[config.mk]
export PLATFORM = sky130hd
export DESIGN_NAME = phy_event_interrupt_regs
export DESIGN_NICKNAME = d
export VERILOG_FILES = /design/src/hdl/phy_irq_pkg.sv /design/src/hdl/event_flag_bank.sv /design/src/hdl/phy_event_interrupt_regs.sv
export SDC_FILE = /design/constraint.sdc
export NUM_CORES = 1
export LEC_CHECK = 0
export BUFFER_PORTS_ARGS = -buffer_cell sky130_fd_sc_hd__buf_2
export CAP_MARGIN = 20
export CORE_ASPECT_RATIO = 1.5
export CORE_MARGIN = 5
export CORE_UTILIZATION = 43
export CTS_CLUSTER_SIZE = 40
export DETAILED_ROUTE_END_ITERATION = 8
export PLACE_DENSITY = 0.85
export SYNTH_ARGS = -nofsm -noshare
export SYNTH_HDL_FRONTEND = slang
export SYNTH_HIERARCHICAL = 1
export SYNTH_SLANG_ARGS = --single-unit
[constraint.sdc]
create_clock -name clock -period 0.95 [get_ports clock]
set_input_delay 0.19 -clock clock [delete_from_list [all_inputs] [get_ports clock]]
set_output_delay 0.19 -clock clock [all_outputs]
set_load 0.05 [all_outputs]
[src/hdl/phy_irq_pkg.sv]
// Purpose: Shared constants for the PHY event interrupt register block
// Assumes: 16-bit management data, 5-bit register address
// Notes: Flag bits sit in the low byte, enables in the high byte
package phy_irq_pkg;
   localparam int unsigned ADDR_W = 5;
   localparam int unsigned DATA_W = 16;
   localparam int unsigned EVENT_N = 8;
   localparam logic [4:0] IRQ_CTL_STAT_ADDR = 5'h11;
   localparam logic [15:0] IRQ_CTL_STAT_RESET = 16'h0000;
   localparam int unsigned FLAG_LSB = 0;
   localparam int unsigned EN_LSB = 8;
   localparam int unsigned BIT_NEGOTIATION_DONE = 0;
   localparam int unsigned BIT_REMOTE_FAULT = 1;
   localparam int unsigned BIT_LINK_DROP = 2;
   localparam int unsigned BIT_PARTNER_ACK = 3;
   localparam int unsigned BIT_PARALLEL_DETECT_FAULT = 4;
   localparam int unsigned BIT_PAGE_ARRIVED = 5;
   localparam int unsigned BIT_RX_FAULT_EVENT = 6;
   localparam int unsigned BIT_JABBER_EVENT = 7;
endpackage : phy_irq_pkg

[src/hdl/event_flag_bank.sv]
// Purpose: Sticky event flags, cleared on register read
// Assumes: Event inputs are one-cycle or level strobes synchronous to clock
// Notes: A new event beats a read clear in the same cycle
`timescale 1ns/1ps
module event_flag_bank #(
   parameter int unsigned N = 8
) (
   input wire logic clock,
   input wire logic rst_n,
   input wire logic clk_en,
   input wire logic [N-1:0] event_in,
   input wire logic clear,
   output logic [N-1:0] flags
);
   logic [N-1:0] flag_reg;
   logic [N-1:0] flag_next;

   // ---------------------------------------------
   // Per-bit sticky flags
   // ---------------------------------------------
   genvar i;
   generate
      for (i = 0; i < N; i++)
      begin : g_flag
         // Set dominates clear so an event landing on a read is kept
         assign flag_next[i] = event_in[i] | (flag_reg[i] & ~clear);
      end
   endgenerate

   always_ff @(posedge clock or negedge rst_n)
   begin
      if (!rst_n)
      begin
         flag_reg <= '0;
      end
      else if (clk_en)
      begin
         flag_reg <= flag_next;
      end
   end

   assign flags = flag_reg;

   // ---------------------------------------------
   // Checks
   // ---------------------------------------------
   event_wins_a: assert property (@(posedge clock) disable iff (!rst_n)
      clk_en |=> (flag_reg & $past(event_in)) == $past(event_in))
      else $error("Event lost in flag bank");
   read_clears_a: assert property (@(posedge clock) disable iff (!rst_n)
      (clk_en && clear && event_in == '0) |=> flag_reg == '0)
      else $error("Flags not cleared by read");
endmodule : event_flag_bank

[src/hdl/phy_event_interrupt_regs.sv]
// Purpose: PHY interrupt control and status register on the management port
// Assumes: Management reads and writes arrive as single-cycle strobes
// Notes: Read data is registered; flags clear on the read strobe
// Notes on behaviour
// - Eight event flags in bits 0 to 7
// - Reading the register clears all flags except any whose event arrives in the read cycle
// - Enables bits 8-15 gate flags onto interrupt
// - Jabber sets bit 7, enabled by 15
// - Receive error sets bit 6, enabled by 14
// - Page received sets bit 5, enabled by 13
// - Parallel detect fault sets 4, enabled 12
// - Partner acknowledge sets bit 3, enabled 11
// - Link good-to-fail sets bit 2, enabled 10
// - Remote fault sets bit 1, enabled 9
// - Negotiation complete sets bit 0, enabled 8
// - Address 0x11, resets to all zeros
`timescale 1ns/1ps
module phy_event_interrupt_regs (
   input wire logic clock,
   input wire logic rst_n,
   input wire logic clk_en,
   input wire logic [phy_irq_pkg::ADDR_W-1:0] mgmt_addr,
   input wire logic mgmt_rd,
   input wire logic mgmt_wr,
   input wire logic [phy_irq_pkg::DATA_W-1:0] mgmt_wdata,
   output logic [phy_irq_pkg::DATA_W-1:0] mgmt_rdata,
   input wire logic jabber_event,
   input wire logic rx_fault_event,
   input wire logic page_arrived,
   input wire logic parallel_detect_fault,
   input wire logic partner_ack,
   input wire logic link_ok,
   input wire logic remote_fault,
   input wire logic negotiation_done,
   output logic mac_raw_irq_status
);
   localparam int unsigned N = phy_irq_pkg::EVENT_N;

   // ---------------------------------------------
   // Event collection
   // ---------------------------------------------
   logic link_ok_reg;
   logic link_drop;
   logic [N-1:0] events;
   logic [N-1:0] flags;
   logic [N-1:0] en_reg;
   logic [N-1:0] en_next;
   logic [phy_irq_pkg::DATA_W-1:0] rdata_reg;
   logic [phy_irq_pkg::DATA_W-1:0] rdata_next;
   logic irq_reg;
   logic sel;
   logic rd_hit;
   logic wr_hit;
   logic [N-1:0] irq_src;
   logic jabber_event_flag;
   logic rx_fault_event_flag;
   logic page_arrived_flag;
   logic parallel_detect_fault_flag;
   logic partner_ack_flag;
   logic link_drop_flag;
   logic remote_fault_flag;
   logic negotiation_done_flag;
   logic jabber_event_en;
   logic rx_fault_event_en;
   logic page_arrived_en;
   logic parallel_detect_fault_en;
   logic partner_ack_en;
   logic link_drop_en;
   logic remote_fault_en;
   logic negotiation_done_en;

   // Only a good-to-failed transition counts, not recovery
   assign link_drop = link_ok_reg & ~link_ok;

   assign events[phy_irq_pkg::BIT_JABBER_EVENT] = jabber_event;
   assign events[phy_irq_pkg::BIT_RX_FAULT_EVENT] = rx_fault_event;
   assign events[phy_irq_pkg::BIT_PAGE_ARRIVED] = page_arrived;
   assign events[phy_irq_pkg::BIT_PARALLEL_DETECT_FAULT] = parallel_detect_fault;
   assign events[phy_irq_pkg::BIT_PARTNER_ACK] = partner_ack;
   assign events[phy_irq_pkg::BIT_LINK_DROP] = link_drop;
   assign events[phy_irq_pkg::BIT_REMOTE_FAULT] = remote_fault;
   assign events[phy_irq_pkg::BIT_NEGOTIATION_DONE] = negotiation_done;

   // ---------------------------------------------
   // Register decode
   // ---------------------------------------------
   assign sel = (mgmt_addr == phy_irq_pkg::IRQ_CTL_STAT_ADDR);
   assign rd_hit = sel & mgmt_rd;
   assign wr_hit = sel & mgmt_wr;
   // Flags are read-clear, so a write only touches the enable byte
   assign en_next = wr_hit ? mgmt_wdata[phy_irq_pkg::EN_LSB +: N] : en_reg;
   // Unmapped addresses read as zero and clear nothing
   assign rdata_next = rd_hit ? {en_reg, flags} : '0;

   event_flag_bank #(
      .N(N)
   ) u_flags (
      .clock(clock),
      .rst_n(rst_n),
      .clk_en(clk_en),
      .event_in(events),
      .clear(rd_hit),
      .flags(flags)
   );

   // ---------------------------------------------
   // Field views and interrupt sources
   // ---------------------------------------------
   // Named views keep the byte layout in one place for software-facing fields
   assign jabber_event_flag = flags[phy_irq_pkg::BIT_JABBER_EVENT];
   assign rx_fault_event_flag = flags[phy_irq_pkg::BIT_RX_FAULT_EVENT];
   assign page_arrived_flag = flags[phy_irq_pkg::BIT_PAGE_ARRIVED];
   assign parallel_detect_fault_flag = flags[phy_irq_pkg::BIT_PARALLEL_DETECT_FAULT];
   assign partner_ack_flag = flags[phy_irq_pkg::BIT_PARTNER_ACK];
   assign link_drop_flag = flags[phy_irq_pkg::BIT_LINK_DROP];
   assign remote_fault_flag = flags[phy_irq_pkg::BIT_REMOTE_FAULT];
   assign negotiation_done_flag = flags[phy_irq_pkg::BIT_NEGOTIATION_DONE];
   assign jabber_event_en = en_reg[phy_irq_pkg::BIT_JABBER_EVENT];
   assign rx_fault_event_en = en_reg[phy_irq_pkg::BIT_RX_FAULT_EVENT];
   assign page_arrived_en = en_reg[phy_irq_pkg::BIT_PAGE_ARRIVED];
   assign parallel_detect_fault_en = en_reg[phy_irq_pkg::BIT_PARALLEL_DETECT_FAULT];
   assign partner_ack_en = en_reg[phy_irq_pkg::BIT_PARTNER_ACK];
   assign link_drop_en = en_reg[phy_irq_pkg::BIT_LINK_DROP];
   assign remote_fault_en = en_reg[phy_irq_pkg::BIT_REMOTE_FAULT];
   assign negotiation_done_en = en_reg[phy_irq_pkg::BIT_NEGOTIATION_DONE];

   // Each enable gates only its own flag
   assign irq_src[phy_irq_pkg::BIT_JABBER_EVENT] =
      jabber_event_flag & jabber_event_en;
   assign irq_src[phy_irq_pkg::BIT_RX_FAULT_EVENT] =
      rx_fault_event_flag & rx_fault_event_en;
   assign irq_src[phy_irq_pkg::BIT_PAGE_ARRIVED] =
      page_arrived_flag & page_arrived_en;
   assign irq_src[phy_irq_pkg::BIT_PARALLEL_DETECT_FAULT] =
      parallel_detect_fault_flag & parallel_detect_fault_en;
   assign irq_src[phy_irq_pkg::BIT_PARTNER_ACK] =
      partner_ack_flag & partner_ack_en;
   assign irq_src[phy_irq_pkg::BIT_LINK_DROP] =
      link_drop_flag & link_drop_en;
   assign irq_src[phy_irq_pkg::BIT_REMOTE_FAULT] =
      remote_fault_flag & remote_fault_en;
   assign irq_src[phy_irq_pkg::BIT_NEGOTIATION_DONE] =
      negotiation_done_flag & negotiation_done_en;

   // ---------------------------------------------
   // State
   // ---------------------------------------------
   always_ff @(posedge clock or negedge rst_n)
   begin
      if (!rst_n)
      begin
         // Link assumed down at reset so no drop is reported early
         link_ok_reg <= 1'b0;
         en_reg <= phy_irq_pkg::IRQ_CTL_STAT_RESET[phy_irq_pkg::EN_LSB +: N];
         rdata_reg <= '0;
         irq_reg <= 1'b0;
      end
      else if (clk_en)
      begin
         link_ok_reg <= link_ok;
         en_reg <= en_next;
         rdata_reg <= rdata_next;
         irq_reg <= |irq_src;
      end
   end

   assign mgmt_rdata = rdata_reg;
   assign mac_raw_irq_status = irq_reg;

   // ---------------------------------------------
   // Checks
   // ---------------------------------------------
   irq_gating_a: assert property (@(posedge clock) disable iff (!rst_n)
      clk_en |=> mac_raw_irq_status == |($past(flags) & $past(en_reg)))
      else $error("Interrupt does not match enabled flags");
   read_data_a: assert property (@(posedge clock) disable iff (!rst_n)
      (clk_en && rd_hit) |=> mgmt_rdata == {$past(en_reg), $past(flags)})
      else $error("Read data wrong");
   read_clear_a: assert property (@(posedge clock) disable iff (!rst_n)
      (clk_en && rd_hit && events == '0) |=> flags == '0)
      else $error("Read did not clear flags");
   enable_write_a: assert property (@(posedge clock) disable iff (!rst_n)
      (clk_en && wr_hit) |=> en_reg == $past(mgmt_wdata[phy_irq_pkg::EN_LSB +: N]))
      else $error("Enable byte not written");
   jabber_set_a: assert property (@(posedge clock) disable iff (!rst_n)
      (clk_en && jabber_event) |=> flags[phy_irq_pkg::BIT_JABBER_EVENT])
      else $error("Jabber flag not set");
   rx_fault_set_a: assert property (@(posedge clock) disable iff (!rst_n)
      (clk_en && rx_fault_event) |=> flags[phy_irq_pkg::BIT_RX_FAULT_EVENT])
      else $error("Receive error flag not set");
   page_set_a: assert property (@(posedge clock) disable iff (!rst_n)
      (clk_en && page_arrived) |=> flags[phy_irq_pkg::BIT_PAGE_ARRIVED])
      else $error("Page flag not set");
   pdf_set_a: assert property (@(posedge clock) disable iff (!rst_n)
      (clk_en && parallel_detect_fault) |=> flags[phy_irq_pkg::BIT_PARALLEL_DETECT_FAULT])
      else $error("Parallel detect flag not set");
   ack_set_a: assert property (@(posedge clock) disable iff (!rst_n)
      (clk_en && partner_ack) |=> flags[phy_irq_pkg::BIT_PARTNER_ACK])
      else $error("Partner ack flag not set");
   link_drop_a: assert property (@(posedge clock) disable iff (!rst_n)
      (clk_en && link_ok_reg && !link_ok) |=> flags[phy_irq_pkg::BIT_LINK_DROP])
      else $error("Link drop flag not set");
   link_rise_a: assert property (@(posedge clock) disable iff (!rst_n)
      (clk_en && !link_ok_reg && link_ok && rd_hit) |=> !flags[phy_irq_pkg::BIT_LINK_DROP])
      else $error("Link recovery set drop flag");
   remote_set_a: assert property (@(posedge clock) disable iff (!rst_n)
      (clk_en && remote_fault) |=> flags[phy_irq_pkg::BIT_REMOTE_FAULT])
      else $error("Remote fault flag not set");
   done_set_a: assert property (@(posedge clock) disable iff (!rst_n)
      (clk_en && negotiation_done) |=> flags[phy_irq_pkg::BIT_NEGOTIATION_DONE])
      else $error("Negotiation flag not set");
   freeze_a: assert property (@(posedge clock) disable iff (!rst_n)
      !clk_en |=> $stable(flags) && $stable(en_reg))
      else $error("State moved with clock enable low");
   freeze_out_a: assert property (@(posedge clock) disable iff (!rst_n)
      !clk_en |=> $stable(mgmt_rdata) && $stable(mac_raw_irq_status))
      else $error("Outputs moved with clock enable low");
   reset_zero_a: assert property (@(posedge clock)
      !rst_n |-> flags == '0 && en_reg == '0 && mgmt_rdata == '0 && !mac_raw_irq_status)
      else $error("State not zero during reset");
   idle_rdata_a: assert property (@(posedge clock) disable iff (!rst_n)
      (clk_en && !rd_hit) |=> mgmt_rdata == '0)
      else $error("Read data not zero after a non-hit cycle");
   miss_keeps_a: assert property (@(posedge clock) disable iff (!rst_n)
      (clk_en && mgmt_rd && !sel) |=> (flags & $past(flags)) == $past(flags))
      else $error("Unmapped read cleared flags");
   miss_write_a: assert property (@(posedge clock) disable iff (!rst_n)
      (clk_en && mgmt_wr && !sel) |=> $stable(en_reg))
      else $error("Unmapped write changed enables");
   no_false_set_a: assert property (@(posedge clock) disable iff (!rst_n)
      (clk_en && events == '0) |=> (flags & ~$past(flags)) == '0)
      else $error("Flag set with no event");
   flag_byte_ro_a: assert property (@(posedge clock) disable iff (!rst_n)
      (clk_en && wr_hit && !rd_hit && events == '0) |=> flags == $past(flags))
      else $error("Write changed the flag byte");
   irq_masked_a: assert property (@(posedge clock) disable iff (!rst_n)
      (clk_en && en_reg == '0) |=> !mac_raw_irq_status)
      else $error("Interrupt raised with no enable set");

   read_cov: cover property (@(posedge clock) disable iff (!rst_n)
      clk_en && rd_hit && flags != '0);
   irq_cov: cover property (@(posedge clock) disable iff (!rst_n) $rose(mac_raw_irq_status));
   race_cov: cover property (@(posedge clock) disable iff (!rst_n)
      clk_en && rd_hit && events != '0);
   freeze_cov: cover property (@(posedge clock) disable iff (!rst_n) !clk_en && rd_hit);
   link_cov: cover property (@(posedge clock) disable iff (!rst_n)
      clk_en && link_drop && !rd_hit);
endmodule : phy_event_interrupt_regs

# Word level (Yosys, flattened, before mapping)

Index checks and enable logic that the tools add are counted.

Bits in registers: 34
Bits of input ports: 34
Logic and storage cells: 38

Equality and inequality tests: 1
Multiplexer cells: 1
Bitwise operators: 29
Reduce and logical (&&, ||, !) cells: 2

Operators by type and width:

| operator                              | number |
|---|---|
| 1-bit bitwise AND                     | 19 |
| 16-bit two-way mux                    | 1 |
| 1-bit bitwise OR                      | 8 |
| 8-bit OR reduction                    | 1 |
| 5-bit == test (second input constant) | 1 |
| 1-bit NOT                             | 2 |
| 2-bit AND reduction                   | 1 |

# Depth between registers and ports, before layout

Word-level depth: 5
Depth in mapped cells: 6

# By module

Netlist, hierarchy kept.

Modules (own cells, without submodules):

| module                   | instances | cells an instance | area an instance (um2) | sequential area each (um2) |
|---|---|---|---|---|
| phy_event_interrupt_regs | 1         | 101               | 1097.3                 | 650.6 |
| event_flag_bank          | 1         | 18                | 292.8                  | 200.2 |

# Least setup slack after synthesis

No wires, ideal clock.

Path kind: input to register
Start: input mgmt_addr[1] (netlist name)
End: register u_flags.flag_reg[3] (netlist: u_flags/flags[3])
Arrival: 1059 ps
Required time: 829 ps
Setup slack: -230 ps
Stages on the path: 6
Buffers on the path: 1
Cells stage by stage: nor3b_2 > nand3_2 > buf_2 > inv_1 > nand2_4 > a22o_1

Longest elaborated chain between the ends: 5

Ends and longest elaborated chain:

| element                | RTL line                       | text |
|---|---|---|
| start: declaration     | phy_event_interrupt_regs.sv:22 | `input wire logic [phy_irq_pkg::ADDR_W-1:0] mgmt_addr,` |
| 5-bit == test          | phy_event_interrupt_regs.sv:87 | `assign sel = (mgmt_addr == phy_irq_pkg::IRQ_CTL_STAT_ADDR);` |
| 1-bit bitwise AND      | phy_event_interrupt_regs.sv:88 | `assign rd_hit = sel & mgmt_rd;` |
| net rd_hit             | phy_event_interrupt_regs.sv:52 | `logic rd_hit;` |
| 1-bit NOT              | event_flag_bank.sv:26          | `assign flag_next[i] = event_in[i] \| (flag_reg[i] & ~clear);` |
| 1-bit bitwise AND      | event_flag_bank.sv:26          |  |
| 1-bit bitwise OR       | event_flag_bank.sv:26          |  |
| end signal: assignment | event_flag_bank.sv:38          | `flag_reg <= flag_next;` |
| end: declaration       | event_flag_bank.sv:15          | `logic [N-1:0] flag_reg;` |

The timed path passes the listed nets, and every way through them passes these cells.
A chain may end at the register's enable or synchronous reset.

# Worst setup path after layout

Start: register u_flags.flag_reg[6] (netlist: u_flags/flags[6])
End: register irq_reg (netlist: mac_raw_irq_status)

Longest elaborated chain between the ends: 2

Ends and longest elaborated chain:

| element                | RTL line                        | text |
|---|---|---|
| 1-bit bitwise AND      | phy_event_interrupt_regs.sv:131 | `rx_fault_event_flag & rx_fault_event_en;` |
| 8-bit OR reduction     | phy_event_interrupt_regs.sv:163 | `irq_reg <= \|irq_src;` |
| end signal: assignment | phy_event_interrupt_regs.sv:163 |  |
| end: declaration       | phy_event_interrupt_regs.sv:50  | `logic irq_reg;` |

Every way passes these cells.

==> impl_metrics.csv <==
group,metric,value,unit
worst_setup_path,worst_setup_path_startpoint,"u_flags/flags[6]",
route,ant_nets,0,
cts,insertion_delay,0.29,ns
final_layout,fillers,232,
die,core_area,3130,sq um
final_layout,final_cell_mix,"34 x dfrtp_1, 29 x buf_4, 23 x buf_2, 19 x buf_6",
sta,setup_slack,-0.108,ns
logic_synthesis,synth_fp_nets,153,
sta,slew_headroom,0.861,
logic_synthesis,synth_area_leaders,"dfrtp_1 61%, mux2_2 7.3%, o22ai_1 7.2%",
logic_synthesis,avgSynthCellArea,11.7,sq um
final_layout,antenna_cells,0,
final_layout,synthToLayoutAreaGrowth,55.3,%
die,fp.dieH,79.6,um
logic_synthesis,synth_cell_types,17,
sta,fin_hold_ws,0.131,ns
logic_synthesis,netlist_instances,119,
power,powerDensity,1510,nW/um^2
die,dieArea,4490,sq um
logic_synthesis,synth_top_area_cell,"dfrtp_1",
grt,antenna_found_initial,0,
sta,clock_skew,0.00814,ns
sta,max_slew.worst_pin.slew,0.208,ns
grt,grt_use_total,0.180,
cts,cts_buffers,5,
sta,rsz0062_at_grt,"yes",
outcome,status,"finished, violations left",
worst_setup_path,crit_path_end_kind,"flip-flop",
logic_synthesis,synth_top_area_share,0.612,
route,drtIter0Drc,29,
worst_hold_path,min_path_type,"primary input to flip-flop",
cts,cts_root_buf,"clkbuf_8",
route,avgViaCountPerCell,5.21,
outcome,violations,"negative setup slack",
placement,post-place-ws,-0.364,ns
cts,cts_max_path_buffers,2,
worst_setup_path,start_kind,"flip-flop",
worst_setup_path,crit_fanout,2,
route,wl_per_cell,15.9,um
cts,cts_tree,"done",
sta,fin_crit_sh,1.11,
placement,placed_cells,212,
sta,period_needed,1.06,ns
logic_synthesis,syn_area,1390,sq um
logic_synthesis,synth-seq-cells,34,
sta,final-setup-viol-count,26,
route,num_vias,1225,
worst_setup_path,critPathMaxStageDelay,0.41,ns
placement,hpwl,2.54,mm
grt,grt_pass1_wl,6.05,mm
cts,clock_sinks,34,
route,route.detailed.drc,0,
die,rows,25,
worst_setup_path,ff2ff_setup_slack,-0.11,ns
final_layout,largest_register_ffs,16,
worst_setup_path,path_class,"flip-flop to flip-flop",
worst_setup_path,slowest_stage,"dfrtp_1",
logic_synthesis,seq_area_frac_synth,0.612,
sta,tns,-1.73,ns
grt,grt_max_degree,35,
grt,grt_pass1_vias,1301,
sta,finalMaxSlewViolations,0,
logic_synthesis,ys_warn_count,6,
worst_setup_path,rr_worst_depth,3,
worst_setup_path,setup.worst_path.end,"mac_raw_irq_status",
cts,h-tree-depth,2,
power,leakage,1.07,nW
worst_setup_path,required,1.11,ns
route,drt_wl_total,3.74,mm
worst_hold_path,whs_path_depth,2,
final_layout,final_common_cell,"dfrtp_1",
cts,path_clk_slew,0.07,ns
worst_setup_path,r2r_start,"u_flags/flags[6]",
final_layout,nets,228,
power,max-vdd-ir-drop,0.000895,V
placement,port-buffer-count,42,
route,dr.pass1.iters,4,
job,cap_violations,0,
die,dieWidth,56.4,um
placement,gp_congestion,0.776,
sta,max_freq,945,MHz
worst_setup_path,r2r-end,"mac_raw_irq_status",
die,start_util,0.444,
worst_setup_path,critPathArrivalTime,1.22,ns
final_layout,fin_cells,235,
grt,grt_remaining_overflow,0,
sta,final-hold-violation-count,0,
die,io_pins,51,
final_layout,final_layout_size_suffix_gt1_frac,0.497,
worst_setup_path,path_cells,"a22o_1 -> a221oi_2 -> a31oi_1",
==> cell type report <==
class / instances / area (sq um) / share of cell area
flip-flops and latches: 34 / 851 / 0.394
inverters: 17 / 66.3 / 0.0307
repair buffers: 75 / 617 / 0.286
clock buffers: 7 / 86.3 / 0.0400
well taps: 40 / 50.0 / 0.0232
multi-input cells: 61 / 483 / 0.224
clock inverters: 1 / 5.00 / 0.00232
==> power by group <==
part           switching [mW]  leakage (nW)  internal [mW]
sequential             0.0619         0.423           1.52
clock                   0.512        0.0482          0.584
combinational           0.254         0.602          0.314
==> logic make-up after synthesis <==
| family | after synthesis | synth area share |
|---|---|---|
| flip-flops | 34 | 0.612 |
| AO/OA/AOI/OAI | 29 | 0.152 |
| buffers and inverters | 24 | 0.0774 |
| AND/OR/NAND/NOR | 23 | 0.0855 |
| multiplexers | 9 | 0.0729 |
==> worst max-delay path, delay by kind of cell (launching register included) <==
kind,cells,cell delay [ns]
AOI/OAI and AO/OA,3,0.52
DFF,1,0.41
==> cell usage after synthesis <==
master	number
mux2_2	9
clkbuf_1	3
nor2_1	1
nor3b_2	1
inv_1	17
dfrtp_1	34
nand3_2	1
nand2_4	1
o22ai_1	16
nand2_1	16
buf_6	2
a221oi_1	2
buf_2	2
nor2b_1	2
a31oi_1	1
and4_1	1
a22o_1	10
==> metal layers <==
layer,routed length (um),global-route usage
met1,1330,0.172
met2,2100,0.339
met3,179,0.0405
met4,129,0.107
met5,0,0
==> stage by stage <==
| stage | util | power [mW] | cell area (sq um) |
|---|---|---|---|
| floorplan | - | 1.87 | 1450 |
| global placement | 0.585 | 2.07 | 1830 |
| global route | 0.690 | 3.37 | 2160 |
| finish | 0.690 | 3.25 | 2160 |
| detailed placement | 0.585 | 2.09 | 1830 |
| CTS | 0.670 | 3.22 | 2100 |
==> worst min-delay path by stage <==
stage	slack, ns	start	endpoint
6_report	0.13	mgmt_wdata[8]	en_reg[0]
5_1_grt	0.14	mgmt_wdata[13]	en_reg[5]
4_1_cts	0.13	remote_fault	u_flags/flags[1]
3_5_place_dp	0.16	rst_n	mgmt_rdata[6]
3_3_place_gp	0.15	rst_n	u_flags/flags[1]
2_1_floorplan	-0.11	rst_n	en_reg[0]
==> timing repair <==
| action | in CTS | in global routing |
|---|---|---|
| hold endpoints to repair | 34 | 0 |
| buffers inserted | 6 | 8 |
| endpoints found under the setup margin | 26 | 26 |
| pin swaps | 4 | 1 |
| cloned | 0 | 0 |
| hold buffers | 1 | 0 |
| gates resized for setup | 36 | 1 |
(Power assumes the default switching activity.)
